**src/verilog/srw_pkg.sv**
```systemverilog
// Purpose: shared constants and types for the stop recovery and watchdog block
// Assumes: 125 MHz system clock, APB register access with 32-bit data
// Notes:   register indices give byte address index*4
package srw_pkg;

  // ==========================================================================
  // clock and timing
  localparam int CLK_MHZ         = 125;
  localparam int NS_PER_US       = 1000;
  localparam int WIN_CYC         = 60;

  // ==========================================================================
  // register indices
  localparam logic [5:0] IDX_SMR    = 6'h0B;
  localparam logic [5:0] IDX_STOP_RECOVERY_CONTROL_TWO   = 6'h0D;
  localparam logic [5:0] IDX_WDTM   = 6'h0F;
  localparam logic [5:0] IDX_STATUS = 6'h10;

  // ==========================================================================
  // field layout
  localparam int SMR_SRC_LSB   = 2;
  localparam int SMR_DELAY_BIT = 5;
  localparam int SMR_POL_BIT   = 6;
  localparam int SMR_FLAG_BIT  = 7;
  localparam int WDT_PER_LSB   = 0;
  localparam int WDT_HALT_BIT  = 2;
  localparam int WDT_STOP_BIT  = 3;
  localparam int WDT_CLK_BIT   = 4;
  localparam int STS_WDT_ON    = 0;
  localparam int STS_WIN_OPEN  = 1;
  localparam int STS_STOPPED   = 2;
  localparam int STS_LOWV      = 3;
  localparam int STS_RESET     = 4;

  // ==========================================================================
  // reset values and write masks
  localparam logic [7:0] SMR_RST  = 8'h20;
  localparam logic [7:0] STOP_RECOVERY_CONTROL_TWO_RST = 8'h00;
  localparam logic [7:0] WDTM_RST = 8'h0D;
  localparam logic [6:0] SMR_WMASK  = 7'h7F;
  localparam logic [7:0] STOP_RECOVERY_CONTROL_TWO_WMASK = 8'h03;
  localparam logic [7:0] WDTM_WMASK = 8'h1F;

  // ==========================================================================
  // recovery source codes
  localparam logic [2:0] SRC_RESET = 3'h0;
  localparam logic [2:0] SRC_P30   = 3'h1;
  localparam logic [2:0] SRC_P31   = 3'h2;
  localparam logic [2:0] SRC_P32   = 3'h3;
  localparam logic [2:0] SRC_P33   = 3'h4;
  localparam logic [2:0] SRC_P27   = 3'h5;
  localparam logic [2:0] SRC_NOR4  = 3'h6;
  localparam logic [2:0] SRC_NOR8  = 3'h7;
  localparam logic [1:0] SRC2_AND4 = 2'h1;
  localparam logic [1:0] SRC2_AND8 = 2'h2;

  // ==========================================================================
  // watchdog periods in ticks
  localparam logic [11:0] WDT_T0 = 12'h080;
  localparam logic [11:0] WDT_T1 = 12'h100;
  localparam logic [11:0] WDT_T2 = 12'h200;
  localparam logic [11:0] WDT_T3 = 12'h800;

  function automatic logic [11:0] srw_wdt_limit(input logic [1:0] per);
    unique case (per)
      2'h0: srw_wdt_limit = WDT_T0;
      2'h1: srw_wdt_limit = WDT_T1;
      2'h2: srw_wdt_limit = WDT_T2;
      2'h3: srw_wdt_limit = WDT_T3;
    endcase
  endfunction

  // ==========================================================================
  // types
  typedef enum logic [3:0] {
    ST_RUN   = 4'h1,
    ST_STOP  = 4'h2,
    ST_DELAY = 4'h4,
    ST_LOWV  = 4'h8
  } srw_state_t;

  typedef struct packed {
    logic        psel;
    logic        penable;
    logic        pwrite;
    logic [7:0]  paddr;
    logic [31:0] pwdata;
  } srw_apb_req_t;

  typedef struct packed {
    logic        pready;
    logic        pslverr;
    logic [31:0] prdata;
  } srw_apb_rsp_t;

  typedef struct packed {
    logic [7:0] pin;
    logic [7:0] pout;
    logic [7:0] poe;
  } srw_port2_t;

endpackage

```
**src/verilog/srw_wake_detect.sv**
```systemverilog
// Purpose: recovery source selection and level compare
// Assumes: port levels synchronous to the clock
// Notes:   purely combinational
`timescale 1ns/1ps
`default_nettype none
module srw_wake_detect
  import srw_pkg::*;
(
  // configuration
  input  wire logic [2:0] i_src,
  input  wire logic [1:0] i_src2,
  input  wire logic       i_pol,
  input  wire logic       i_analog,
  // ports
  input  wire srw_port2_t i_p2,
  input  wire logic [3:0] i_p3,
  // result
  output logic            o_wake
);
  logic [7:0] p2_eff;
  logic       lvl;
  logic       lvl2;
  logic       idle;

  // ==========================================================================
  // port 2 effective level
  genvar g;
  generate
    for (g = 0; g < 8; g++) begin : g_p2
      assign p2_eff[g] = i_p2.poe[g] ? i_p2.pout[g] : i_p2.pin[g];
    end
  endgenerate

  // ==========================================================================
  // source select
  assign idle = ~i_pol;
  always_comb begin
    unique case (i_src)
      SRC_RESET: lvl = idle;
      SRC_P30:   lvl = i_p3[0];
      SRC_P31:   lvl = i_analog ? idle : i_p3[1];
      SRC_P32:   lvl = i_analog ? idle : i_p3[2];
      SRC_P33:   lvl = i_analog ? idle : i_p3[3];
      SRC_P27:   lvl = p2_eff[7];
      SRC_NOR4:  lvl = ~|p2_eff[3:0];
      SRC_NOR8:  lvl = ~|p2_eff;
    endcase
    unique case (i_src2)
      SRC2_AND4: lvl2 = &p2_eff[3:0];
      SRC2_AND8: lvl2 = &p2_eff;
      default:   lvl2 = idle;
    endcase
  end

  assign o_wake = (lvl == i_pol) || (lvl2 == i_pol);
endmodule
`default_nettype wire

```
**src/verilog/srw_wdt_timer.sv**
```systemverilog
// Purpose: retriggerable watchdog counter
// Assumes: i_tick is a one-cycle pulse of the selected source
// Notes:   o_timeout pulses one cycle at terminal count
`timescale 1ns/1ps
`default_nettype none
module srw_wdt_timer (
  // clock and reset
  input  wire logic        i_clk,
  input  wire logic        i_nrst,
  // control
  input  wire logic        i_restart,
  input  wire logic        i_run,
  input  wire logic        i_tick,
  input  wire logic [11:0] i_limit,
  // result
  output logic             o_timeout
);
  typedef struct packed {
    logic [11:0] cnt;
    logic        timeout;
  } srw_tmr_t;

  srw_tmr_t r;
  srw_tmr_t next_r;

  // ==========================================================================
  // counter
  always_comb begin
    next_r = r;
    next_r.timeout = 1'b0;
    if (i_restart) begin
      next_r.cnt = '0;
    end else if (i_run && i_tick) begin
      if (r.cnt == i_limit - 12'h001) begin
        next_r.cnt = '0;
        next_r.timeout = 1'b1;
      end else begin
        next_r.cnt = r.cnt + 12'h001;
      end
    end
  end

  always_ff @(posedge i_clk or negedge i_nrst) begin
    if (!i_nrst) begin
      r <= '0;
    end else begin
      r <= next_r;
    end
  end

  assign o_timeout = r.timeout;
endmodule
`default_nettype wire

```
**src/verilog/srw_top.sv**
```systemverilog
// Purpose: stop mode recovery control and watchdog with APB registers
// Assumes: core events are one-cycle pulses synchronous to i_clk
// Notes:   o_reset is the global reset to the core
//
// Behaviour
// - three-bit source field selects reset only, port 3/2 bits or NOR groups
// - port 3 bits 1 to 3 never wake while in analog comparator mode
// - delay select bit high applies power-on delay after wake; default 1
// - polarity bit chooses high or low level wake; default 0; both registers
// - start flag reads 0 after power-on or watchdog reset, set entering stop
// - port 2 pins driven as outputs feed their output level to detection
// - second register selects reset only, AND of port 2 bits 0-3 or 0-7
// - watchdog is a retriggerable one-shot, started and restarted by refresh
// - watchdog refresh also updates zero, sign and overflow flags
// - watchdog mode writable first 60 clocks after reset or wake; never read
// - period codes give 128, 256, 512 or 2048 ticks; reset picks code 01
// - halt bit keeps watchdog counting in halt; default 1
// - stop bit keeps watchdog running in stop; needs RC clock; default 1
// - clock source bit picks RC oscillator at 0, crystal pin at 1
// - permanent option runs watchdog from reset, unstoppable on RC clock
// - timeout in stop keeps registers and always applies power-on delay
// - global reset held while supply is below low voltage trip point
//
// Decided for this implementation: the APB slave port.
`timescale 1ns/1ps
`default_nettype none
module srw_top
  import srw_pkg::*;
#(
  parameter int POR_DELAY_NS  = 1000,
  parameter bit PERMANENT_WDT = 1'b0
) (
  // clock and reset
  input  wire logic                  i_clk,
  input  wire logic                  i_nrst,
  // register bus
  input  wire srw_pkg::srw_apb_req_t i_apb,
  output srw_pkg::srw_apb_rsp_t      o_apb,
  // core events
  input  wire logic                  i_wdt_refresh,
  input  wire logic                  i_stop_req,
  input  wire logic                  i_halt,
  // clock ticks and supply monitor
  input  wire logic                  i_rc_tick,
  input  wire logic                  i_xtal_tick,
  input  wire logic                  i_low_voltage,
  // ports
  input  wire srw_pkg::srw_port2_t   i_port2,
  input  wire logic [3:0]            i_port3,
  input  wire logic                  i_analog_mode,
  // outputs to core
  output logic                       o_reset,
  output logic                       o_stopped,
  output logic                       o_zsv_we,
  output logic                       o_wake
);
  import srw_pkg::*;

  // ==========================================================================
  // derived timing
  localparam int POR_CYC_RAW = (POR_DELAY_NS * CLK_MHZ + NS_PER_US - 1)
                               / NS_PER_US;
  localparam int POR_CYC     = (POR_CYC_RAW < 1) ? 1 : POR_CYC_RAW;
  localparam int DW          = $clog2(POR_CYC + 1) + 1;
  localparam logic [DW-1:0] DLY_POR  = DW'(POR_CYC);
  localparam logic [DW-1:0] DLY_FAST = DW'(1);
  localparam logic [5:0]    WIN_INIT = 6'(WIN_CYC);

  typedef struct packed {
    srw_state_t   st;
    logic [7:0]   stop_recovery_control;
    logic [7:0]   stop_recovery_control_two;
    logic [7:0]   wdtm;
    logic         wdt_on;
    logic         warm;
    logic [5:0]   win;
    logic [DW-1:0] dly;
    srw_apb_rsp_t rsp;
    logic         rst_out;
    logic         zsv_we;
    logic         wake;
  } srw_regs_t;

  srw_regs_t r;
  srw_regs_t next_r;

  logic        wake_lvl;
  logic        timeout;
  logic        tmr_restart;
  logic        tmr_run;
  logic        tick;
  logic        perm_rc;
  logic        setup;
  logic        access;
  logic        wr;
  logic [31:0] rd;

  // ==========================================================================
  // address decode
  function automatic logic is_reg(input logic [7:0] a, input logic [5:0] idx);
    is_reg = (a[1:0] == 2'h0) && (a[7:2] == idx);
  endfunction

  function automatic logic mapped(input logic [7:0] a);
    mapped = is_reg(a, IDX_SMR) || is_reg(a, IDX_STOP_RECOVERY_CONTROL_TWO) ||
             is_reg(a, IDX_WDTM) || is_reg(a, IDX_STATUS);
  endfunction

  // ==========================================================================
  // wake detection
  srw_wake_detect u_wake (
    .i_src    (r.stop_recovery_control[SMR_SRC_LSB +: 3]),
    .i_src2   (r.stop_recovery_control_two[1:0]),
    .i_pol    (r.stop_recovery_control[SMR_POL_BIT]),
    .i_analog (i_analog_mode),
    .i_p2     (i_port2),
    .i_p3     (i_port3),
    .o_wake   (wake_lvl)
  );

  // ==========================================================================
  // watchdog counter control
  assign perm_rc = PERMANENT_WDT && !r.wdtm[WDT_CLK_BIT];
  // crystal stops in stop mode, so only the RC tick can advance there
  assign tick = r.wdtm[WDT_CLK_BIT] ?
                (i_xtal_tick && r.st != ST_STOP) : i_rc_tick;
  assign tmr_restart = (r.st == ST_DELAY) || (r.st == ST_LOWV) ||
                       (r.st == ST_RUN && i_wdt_refresh);
  always_comb begin
    tmr_run = 1'b0;
    if (r.wdt_on) begin
      unique case (r.st)
        ST_RUN:   tmr_run = !i_halt || r.wdtm[WDT_HALT_BIT] || perm_rc;
        ST_STOP:  tmr_run = r.wdtm[WDT_STOP_BIT] || perm_rc;
        ST_DELAY: tmr_run = 1'b0;
        ST_LOWV:  tmr_run = 1'b0;
      endcase
    end
  end

  srw_wdt_timer u_tmr (
    .i_clk     (i_clk),
    .i_nrst    (i_nrst),
    .i_restart (tmr_restart),
    .i_run     (tmr_run),
    .i_tick    (tick),
    .i_limit   (srw_wdt_limit(r.wdtm[WDT_PER_LSB +: 2])),
    .o_timeout (timeout)
  );

  // ==========================================================================
  // read mux
  always_comb begin
    rd = '0;
    if (is_reg(i_apb.paddr, IDX_SMR)) begin
      rd[SMR_FLAG_BIT] = r.warm;
    end else if (is_reg(i_apb.paddr, IDX_STATUS)) begin
      rd[STS_WDT_ON]   = r.wdt_on;
      rd[STS_WIN_OPEN] = (r.win != 6'h00);
      rd[STS_STOPPED]  = (r.st == ST_STOP);
      rd[STS_LOWV]     = (r.st == ST_LOWV);
      rd[STS_RESET]    = r.rst_out;
    end
    // watchdog mode and second recovery register read as zero
  end

  assign setup  = i_apb.psel && !i_apb.penable;
  assign access = i_apb.psel && i_apb.penable && r.rsp.pready;
  assign wr     = access && i_apb.pwrite && mapped(i_apb.paddr);

  // ==========================================================================
  // next state
  always_comb begin
    next_r = r;
    next_r.zsv_we = 1'b0;
    next_r.wake   = 1'b0;

    // apb answer: one wait-free access phase after setup
    next_r.rsp.pready  = setup;
    next_r.rsp.pslverr = setup && !mapped(i_apb.paddr);
    next_r.rsp.prdata  = setup ? rd : '0;

    // register writes
    if (wr && is_reg(i_apb.paddr, IDX_SMR)) begin
      next_r.stop_recovery_control = {r.stop_recovery_control[SMR_FLAG_BIT], i_apb.pwdata[6:0] & SMR_WMASK};
    end
    if (wr && is_reg(i_apb.paddr, IDX_STOP_RECOVERY_CONTROL_TWO)) begin
      next_r.stop_recovery_control_two = i_apb.pwdata[7:0] & STOP_RECOVERY_CONTROL_TWO_WMASK;
    end
    if (wr && is_reg(i_apb.paddr, IDX_WDTM) && r.win != 6'h00 &&
        r.st == ST_RUN) begin
      next_r.wdtm = i_apb.pwdata[7:0] & WDTM_WMASK;
    end

    // write window counts down from the first instruction
    if (r.st == ST_RUN && r.win != 6'h00) begin
      next_r.win = r.win - 6'h01;
    end

    unique case (r.st)
      ST_RUN: begin
        if (i_wdt_refresh) begin
          next_r.wdt_on = 1'b1;
          next_r.zsv_we = 1'b1;
        end
        if (timeout) begin
          next_r.st      = ST_DELAY;
          next_r.dly     = DLY_POR;
          next_r.rst_out = 1'b1;
          next_r.warm    = 1'b0;
          next_r.stop_recovery_control     = SMR_RST;
          next_r.stop_recovery_control_two    = STOP_RECOVERY_CONTROL_TWO_RST;
          next_r.wdtm    = WDTM_RST;
          next_r.wdt_on  = PERMANENT_WDT;
        end else if (i_stop_req) begin
          next_r.st   = ST_STOP;
          next_r.warm = 1'b1;
        end
      end
      ST_STOP: begin
        if (timeout) begin
          // registers kept; delay forced regardless of select bit
          next_r.st      = ST_DELAY;
          next_r.dly     = DLY_POR;
          next_r.rst_out = 1'b1;
          next_r.warm    = 1'b0;
          next_r.wdt_on  = PERMANENT_WDT;
        end else if (wake_lvl) begin
          next_r.st      = ST_DELAY;
          next_r.wake    = 1'b1;
          next_r.rst_out = 1'b1;
          next_r.wdt_on  = PERMANENT_WDT;
          // fast wake relies on the source held five processor clocks
          next_r.dly = r.stop_recovery_control[SMR_DELAY_BIT] ? DLY_POR : DLY_FAST;
        end
      end
      ST_DELAY: begin
        if (r.dly <= DLY_FAST) begin
          next_r.st      = ST_RUN;
          next_r.rst_out = 1'b0;
          next_r.win     = WIN_INIT;
        end else begin
          next_r.dly = r.dly - DLY_FAST;
        end
      end
      ST_LOWV: begin
        if (!i_low_voltage) begin
          next_r.st  = ST_DELAY;
          next_r.dly = DLY_POR;
        end
      end
    endcase

    // supply monitor overrides everything but the delay count, flag update, wake pulse and apb answer
    if (i_low_voltage) begin
      next_r.st      = ST_LOWV;
      next_r.rst_out = 1'b1;
      next_r.warm    = 1'b0;
      next_r.stop_recovery_control     = SMR_RST;
      next_r.stop_recovery_control_two    = STOP_RECOVERY_CONTROL_TWO_RST;
      next_r.wdtm    = WDTM_RST;
      next_r.wdt_on  = PERMANENT_WDT;
      next_r.win     = '0;
    end
  end

  // ==========================================================================
  // state register
  always_ff @(posedge i_clk or negedge i_nrst) begin
    if (!i_nrst) begin
      r         <= '0;
      r.st      <= ST_DELAY;
      r.dly     <= DLY_POR;
      r.rst_out <= 1'b1;
      r.stop_recovery_control     <= SMR_RST;
      r.stop_recovery_control_two    <= STOP_RECOVERY_CONTROL_TWO_RST;
      r.wdtm    <= WDTM_RST;
      r.wdt_on  <= PERMANENT_WDT;
    end else begin
      r <= next_r;
    end
  end

  // ==========================================================================
  // outputs
  assign o_apb     = r.rsp;
  assign o_reset   = r.rst_out;
  assign o_stopped = (r.st == ST_STOP) ? 1'b1 : 1'b0;
  assign o_zsv_we  = r.zsv_we;
  assign o_wake    = r.wake;
endmodule
`default_nettype wire

```
**config.mk**
```make
export PLATFORM = sky130hd
export DESIGN_NAME = srw_top
export DESIGN_NICKNAME = d
export VERILOG_FILES = /design/src/verilog/srw_pkg.sv /design/src/verilog/srw_wake_detect.sv /design/src/verilog/srw_wdt_timer.sv /design/src/verilog/srw_top.sv
export SDC_FILE = /design/constraint.sdc
export NUM_CORES = 1
export LEC_CHECK = 0
export ABC_AREA = 1
export BUFFER_PORTS_ARGS = -buffer_cell sky130_fd_sc_hd__buf_2
export CORE_ASPECT_RATIO = 1.5
export CORE_MARGIN = 3
export CORE_UTILIZATION = 53
export CTS_BUF_LIST = sky130_fd_sc_hd__clkbuf_2 sky130_fd_sc_hd__clkbuf_4 sky130_fd_sc_hd__clkbuf_8
export DETAILED_ROUTE_END_ITERATION = 8
export GPL_TIMING_DRIVEN = 0
export PLACE_DENSITY = 0.94
export SYNTH_ARGS = -nofsm -noshare
export SYNTH_HDL_FRONTEND = slang
export SYNTH_SLANG_ARGS = --single-unit
export TNS_END_PERCENT = 20
```
**constraint.sdc**
```tcl
create_clock -name i_clk -period 2.6 [get_ports i_clk]
set_input_delay 0.52 -clock i_clk [delete_from_list [all_inputs] [get_ports i_clk]]
set_output_delay 0.52 -clock i_clk [all_outputs]
set_load 0.005 [all_outputs]
```
# --- Word-level counts from Yosys, hierarchy flattened ---
# Index checks and enable logic that the tools add are counted.
op_classes:
  add_sub_neg: 4
  mul: 0
  div: 0
  order_cmp: 1
  n_eq_ne: 34
  n_shift: 0
  n_mux: 67
  bitwise: 1
  n_reduce_logical: 48
ops:
  columns: ["cell", "count"]
  rows:
  - ["8-bit two-way mux", 8]
  - ["12-bit case mux with 4 select lines", 1]
  - ["36-bit two-way mux", 1]
  - ["1-bit two-way mux", 33]
  - ["8-bit case mux with 4 select lines", 1]
  - ["25-bit two-way mux", 1]
  - ["12-bit two-way mux", 2]
  - ["24-bit two-way mux", 1]
  - ["4-bit two-way mux", 5]
  - ["1-bit logical AND", 19]
  - ["6-bit by 4-bit == test with 1-bit output, second input constant", 3]
  - ["6-bit two-way mux", 3]
  - ["4-bit case mux with 4 select lines", 1]
  - ["7-bit two-way mux", 2]
  - ["13-bit two-way mux", 1]
  - ["12-bit by 1-bit adder with 12-bit output, second input constant", 1]
  - ["12-bit == test", 1]
  - ["3-bit == test, second input constant", 4]
  - ["4-bit AND reduction", 3]
  - ["12-bit by 1-bit subtractor with 12-bit output, second input constant", 1]
  - ["5-bit two-way mux", 2]
  - ["3-bit by 2-bit != test with 1-bit output, second input constant", 3]
  - ["3-bit AND reduction", 3]
  - ["8-bit by 1-bit less-or-equal comparator with 1-bit output, second input constant", 1]
  - ["34 further kinds", 54]
totals:
  register_bits: 70
  latch_bits: 0
  ramBits: 0
  mem_bits_ro: 0
  output_inout_bits: 38
  memories: 0

# --- Depth between registers and ports, before layout ---
logic_depth:
  word_depth: 13
  depth_mapped: 16

# --- By module ---
# Synthesis repeated with hierarchy kept, for this count alone.
unflattened:
  hier_cells: 672
  hier_area_um2: 4421.7
by_module_without_submodules:
  columns: ["module", "n_inst", "cells_each", "area_per_inst_um2", "seq_area_each_um2"]
  rows:
  - ["srw_top", 1, 367, 2753.9, 1091.0]
  - ["srw_wdt_timer", 1, 210, 1261.2, 325.3]
  - ["srw_wake_detect", 1, 95, 406.6, 0.0]

# --- Worst setup path after synthesis ---
# Ideal clock, no wire load.
synth_timing:
  path_type: "register -> register"
  startpoint: "register r[37] (netlist bit)"
  endpoint: "register r[44] (netlist bit)"
  setup_time_ns: 0.123
  arrival_ns: 1.647
  required_ns: 2.477
  path_slack_ns: 0.829
  path_stages_with_launch: 12
  path_buffers: 1
  period_less_slack_ns: 1.771
  cell_sequence: "dfstp_2 > inv_1 > ha_1 > nor2_1 > nor3_1 > inv_1 > nor2_2 > nor2_1 > nand2_2 > buf_6 > nand2_1 > o21ai_1"
synth_between:
  elab_chain_cells: 3
synth_rtl:
  columns: ["item", "line_no", "text"]
  rows:
  - ["from (decl)", "srw_top.sv:84", "srw_regs_t r;"]
  - ["from (signal assigned)", "srw_top.sv:280", "r <= next_r;"]
  - ["8-bit by 1-bit subtractor with 8-bit output or 8-bit by 1-bit less-or-equal comparator with 1-bit output (tied branches)", "srw_top.sv:243, srw_top.sv:238", null]
  - ["8-bit two-way mux or 2-bit != test (tied branches)", null, null]
  - ["8-bit case mux with 4 select lines or 4-bit AND reduction (tied branches)", null, null]
# Several ways; a longest one is shown, not always the timed one. The select of a mux whose other input is x is not followed.
# A chain may end at the register's enable or synchronous reset.

# --- Final worst setup path ---
# Ends and elaborated chain as after synthesis.

==> metrics.txt <==
number of antenna violations at the first check in global routing 0; proportion of synthesized flip-flops having asynchronous set or reset 100%; switching power of the nets 818 uW; DRT Wirelength 8300 um; Worst Setup Start Kind register; least setup slack across all paths after layout 0.543 ns; Chip Height 107 um; Clock power frac 21.5%; setup TNS after final layout 0 ns; number of synthesized register bits 56; worst-case setup slack after placement 0.546 ns; share of synthesized cell area in full adder, half adder and majority cells 2.41%; highest ir drop seen on vdd 0.340 mV; netlist area before placement 3640 sq um; half-perimeter wire length of the detailed placement result 6610 um; maximum level of the CTS H-tree 2; Clk pin slew, worst setup/hold paths 0.11 ns; global placement routability congestion 0.893; number of DRC violations after detailed routing 0; average instance area after synthesis 7.52 sq um; P&R area growth vs syn 16.6%; largest net degree at the start of global routing 57; Power Density 540 nW/um^2; buffer levels on the longest clock path 2; clock skew after layout 0.0139 ns; drt via density 5.14; cell types occupying the most area after synthesis sky130_fd_sc_hd__dfrtp_1 30%, sky130_fd_sc_hd__nand2_1 9.0%, sky130_fd_sc_hd__dfstp_2 8.7%; sequential share of the synthesized area 38.9%; mux contribution to synthesized area 0%; area share of and/or/nand/nor cells after synthesis 28.2%; iteration count of the initial detailed-routing pass 5; GRT overflow 0; start-to-end type of the worst setup path register to register; synthesis warning total 0; cts hold-fix bufs 0; complex-gate fraction of the synthesized area 11.8%; Post-Synth XOR/XNOR Area 2.17%; static leakage 0.00222 uW; part of the power in combinational logic 30.8%; core area 6580 sq um; remaining antenna violation count after routing 0; post-cts gate resize count 0; Pins Over Slew Limit 0; via total after detailed routing 3379; die area 7920 sq um; slew of the pin with the lowest slew margin 1.22 ns; Worst EP arrival 2.26 ns; global-route wire length before repair 14200 um; TritonCTS buffer count 5; TritonCTS clock tree done; minimum period implied by the final worst setup slack 2.06 ns; initial core utilization 55.3%; dominant synthesized flop cell sky130_fd_sc_hd__dfrtp_1; unrepaired setup endpoints after global routing false; maximum fanout along the worst path 10; top cell type by total area after synthesis sky130_fd_sc_hd__dfrtp_1; final clock period utilization by the worst path 79.1%; routed wirelength normalized by instance count 12.6 um; combinational family with the most area after synthesis simple AND/OR/NAND/NOR gates; fraction of layout cells with a size suffix above 1 26.5%; number of setup violations in the final report 0; vias in the first global route 3411; critical path data required time 2.81 ns; count of cell types in the netlist 43; fraction of power spent switching nets 35.7%; synthesized instance count 484; hold violation total from the final report 0; Tot Pwr 2290 uW; Cell Int Power 1480 uW; DP Area 4150 sq um; buffer count from post-CTS setup fixing 0; f_max 486 MHz; Min-Delay Path Class input port to register; max-cap check violation count 0; clock root buffer sky130_fd_sc_hd__clkbuf_8; relative slew slack 19.0%; width of the chip 73.7 um; clock tree sinks 56; Layout Nets 668; clock insertion delay at the later pin of the skew report 0.31 ns; fin util 64.6%; buffers added on ports 65; run status finished clean; Critical Path End Type register; post-synth top area share 30.3%; sequential power share 47.7%; std cell rows 36; io pins 118; number of diodes 0; Post-synth EDFFs 0; Tot GR Track Use 22.3%; Non-Filler Cell Area, Final 4250 sq um; DRC marker count from the first detailed-route iteration 223
==> cell usage after synthesis (all sizes together) (2+ instances only) <==
cell	number
dfrtp	44
clkbuf	2
ha	7
o31ai	2
nand4	9
a21oi	19
o21bai	2
a211oi	3
nor4	3
nand2	93
or2	4
nor3	17
o211ai	3
a31oi	2
xor2	8
o22ai	7
dfstp	12
o21ai	34
inv	82
nand3	34
nor2	53
buf	36
==> cells by family (layout without fill, tap and decap cells) <==
| logic type | after synthesis | in the layout |
|---|---|---|
| flops | 56 | 56 |
| xor+xnor | 9 | 9 |
| simple gates | 216 | 216 |
| other cells | 1 | 26 |
| fa+ha+maj | 7 | 7 |
| compound gates | 75 | 75 |
| buf+inv | 120 | 193 |
==> sequential cells by signal, summed over array words and instances (netlist names) <==
register and flops:
o_apb 8, o_reset 1, o_wake 1, o_zsv_we 1, r 32, u_tmr.o_timeout 1, u_tmr.r 12
==> path summary, 6_finish.rpt <==
check | startpoint | endpoint | slack (ns) | depth (start not counted)
max in group asynchronous | i_nrst | r[62] | 1.41 | 1
min | i_apb[41] | o_apb[33] | 0.39 | 2
min reg2reg | o_reset | o_reset | 0.49 | 2
max reg2reg | r[37] | r[44] | 0.54 | 11
max | r[37] | r[44] | 0.54 | 11
min in group asynchronous | i_nrst | o_apb[32] | 0.45 | 1
==> area by class of cell <==
cell class | instances | area, sq um
clock buffer | 5 | 68.8
timing repair buffer | 65 | 325
buffer | 38 | 285
sequential | 56 | 1420
tap | 76 | 95.1
multi-input combinational | 333 | 1720
inverter | 82 | 313
clock inverter | 3 | 22.5
fill | 581 | 2330
==> placed cells by master, fill, tap and decap left out, types with 3 or more instances in the layout <==
cell type,count
sky130_fd_sc_hd__buf_4,34
sky130_fd_sc_hd__a211oi_1,3
sky130_fd_sc_hd__nor2_1,48
sky130_fd_sc_hd__inv_2,6
sky130_fd_sc_hd__inv_1,75
sky130_fd_sc_hd__nand4_1,8
sky130_fd_sc_hd__or2_2,4
sky130_fd_sc_hd__o22ai_1,7
sky130_fd_sc_hd__ha_1,7
sky130_fd_sc_hd__o211ai_1,3
sky130_fd_sc_hd__xor2_1,8
sky130_fd_sc_hd__a21oi_1,19
sky130_fd_sc_hd__clkbuf_8,5
sky130_fd_sc_hd__conb_1,26
sky130_fd_sc_hd__dfrtp_1,44
sky130_fd_sc_hd__nand3_2,3
sky130_fd_sc_hd__nor3_1,14
sky130_fd_sc_hd__nand2_1,87
sky130_fd_sc_hd__nand3_1,30
sky130_fd_sc_hd__o21ai_1,12
sky130_fd_sc_hd__dfstp_2,12
sky130_fd_sc_hd__nand2_2,6
sky130_fd_sc_hd__buf_2,65
sky130_fd_sc_hd__o21ai_0,20
sky130_fd_sc_hd__nor4_1,3
sky130_fd_sc_hd__nor2_2,4
==> power groups by stage <==
stage | clock, uW | sequential [uW] | combinational (uW)
CTS | 496 | 1090 | 705
floorplan | 0 | 1090 | 525
finish | 493 | 1090 | 707
global placement | 0 | 1100 | 674
global route | 535 | 1110 | 794
detailed placement | 0 | 1110 | 702
==> per-stage QoR <==
stage                     hold slack (ns)  std cells
after floorplan                     0.224        509
after CTS                           0.387        658
final                               0.391        658
after detailed placement            0.471        650
after global routing                0.387        658
after global placement              0.464        650
==> worst max-delay path, cell delays in order (launching register included) <==
cell	delay (ns)
sky130_fd_sc_hd__dfstp_2	0.57
sky130_fd_sc_hd__inv_1	0.08
sky130_fd_sc_hd__ha_1	0.27
sky130_fd_sc_hd__nor2_1	0.10
sky130_fd_sc_hd__nor3_1	0.07
sky130_fd_sc_hd__inv_1	0.07
sky130_fd_sc_hd__nor2_2	0.06
sky130_fd_sc_hd__nor2_1	0.33
sky130_fd_sc_hd__nand2_2	0.13
sky130_fd_sc_hd__buf_6	0.16
sky130_fd_sc_hd__nand2_1	0.05
sky130_fd_sc_hd__o21ai_1	0.05
==> per-layer routing <==
metal	up-vias	wire [um]	share of wire [%]	GRT usage [%]
met5	-	0	0	0
met4	0	291	3.5	9.97
met3	25	444	5.3	3.18
met2	126	4410	53	39.5
met1	1542	3160	38	25.9
li1	1686	-	-	-
Power figures use the tool's default switching activity.
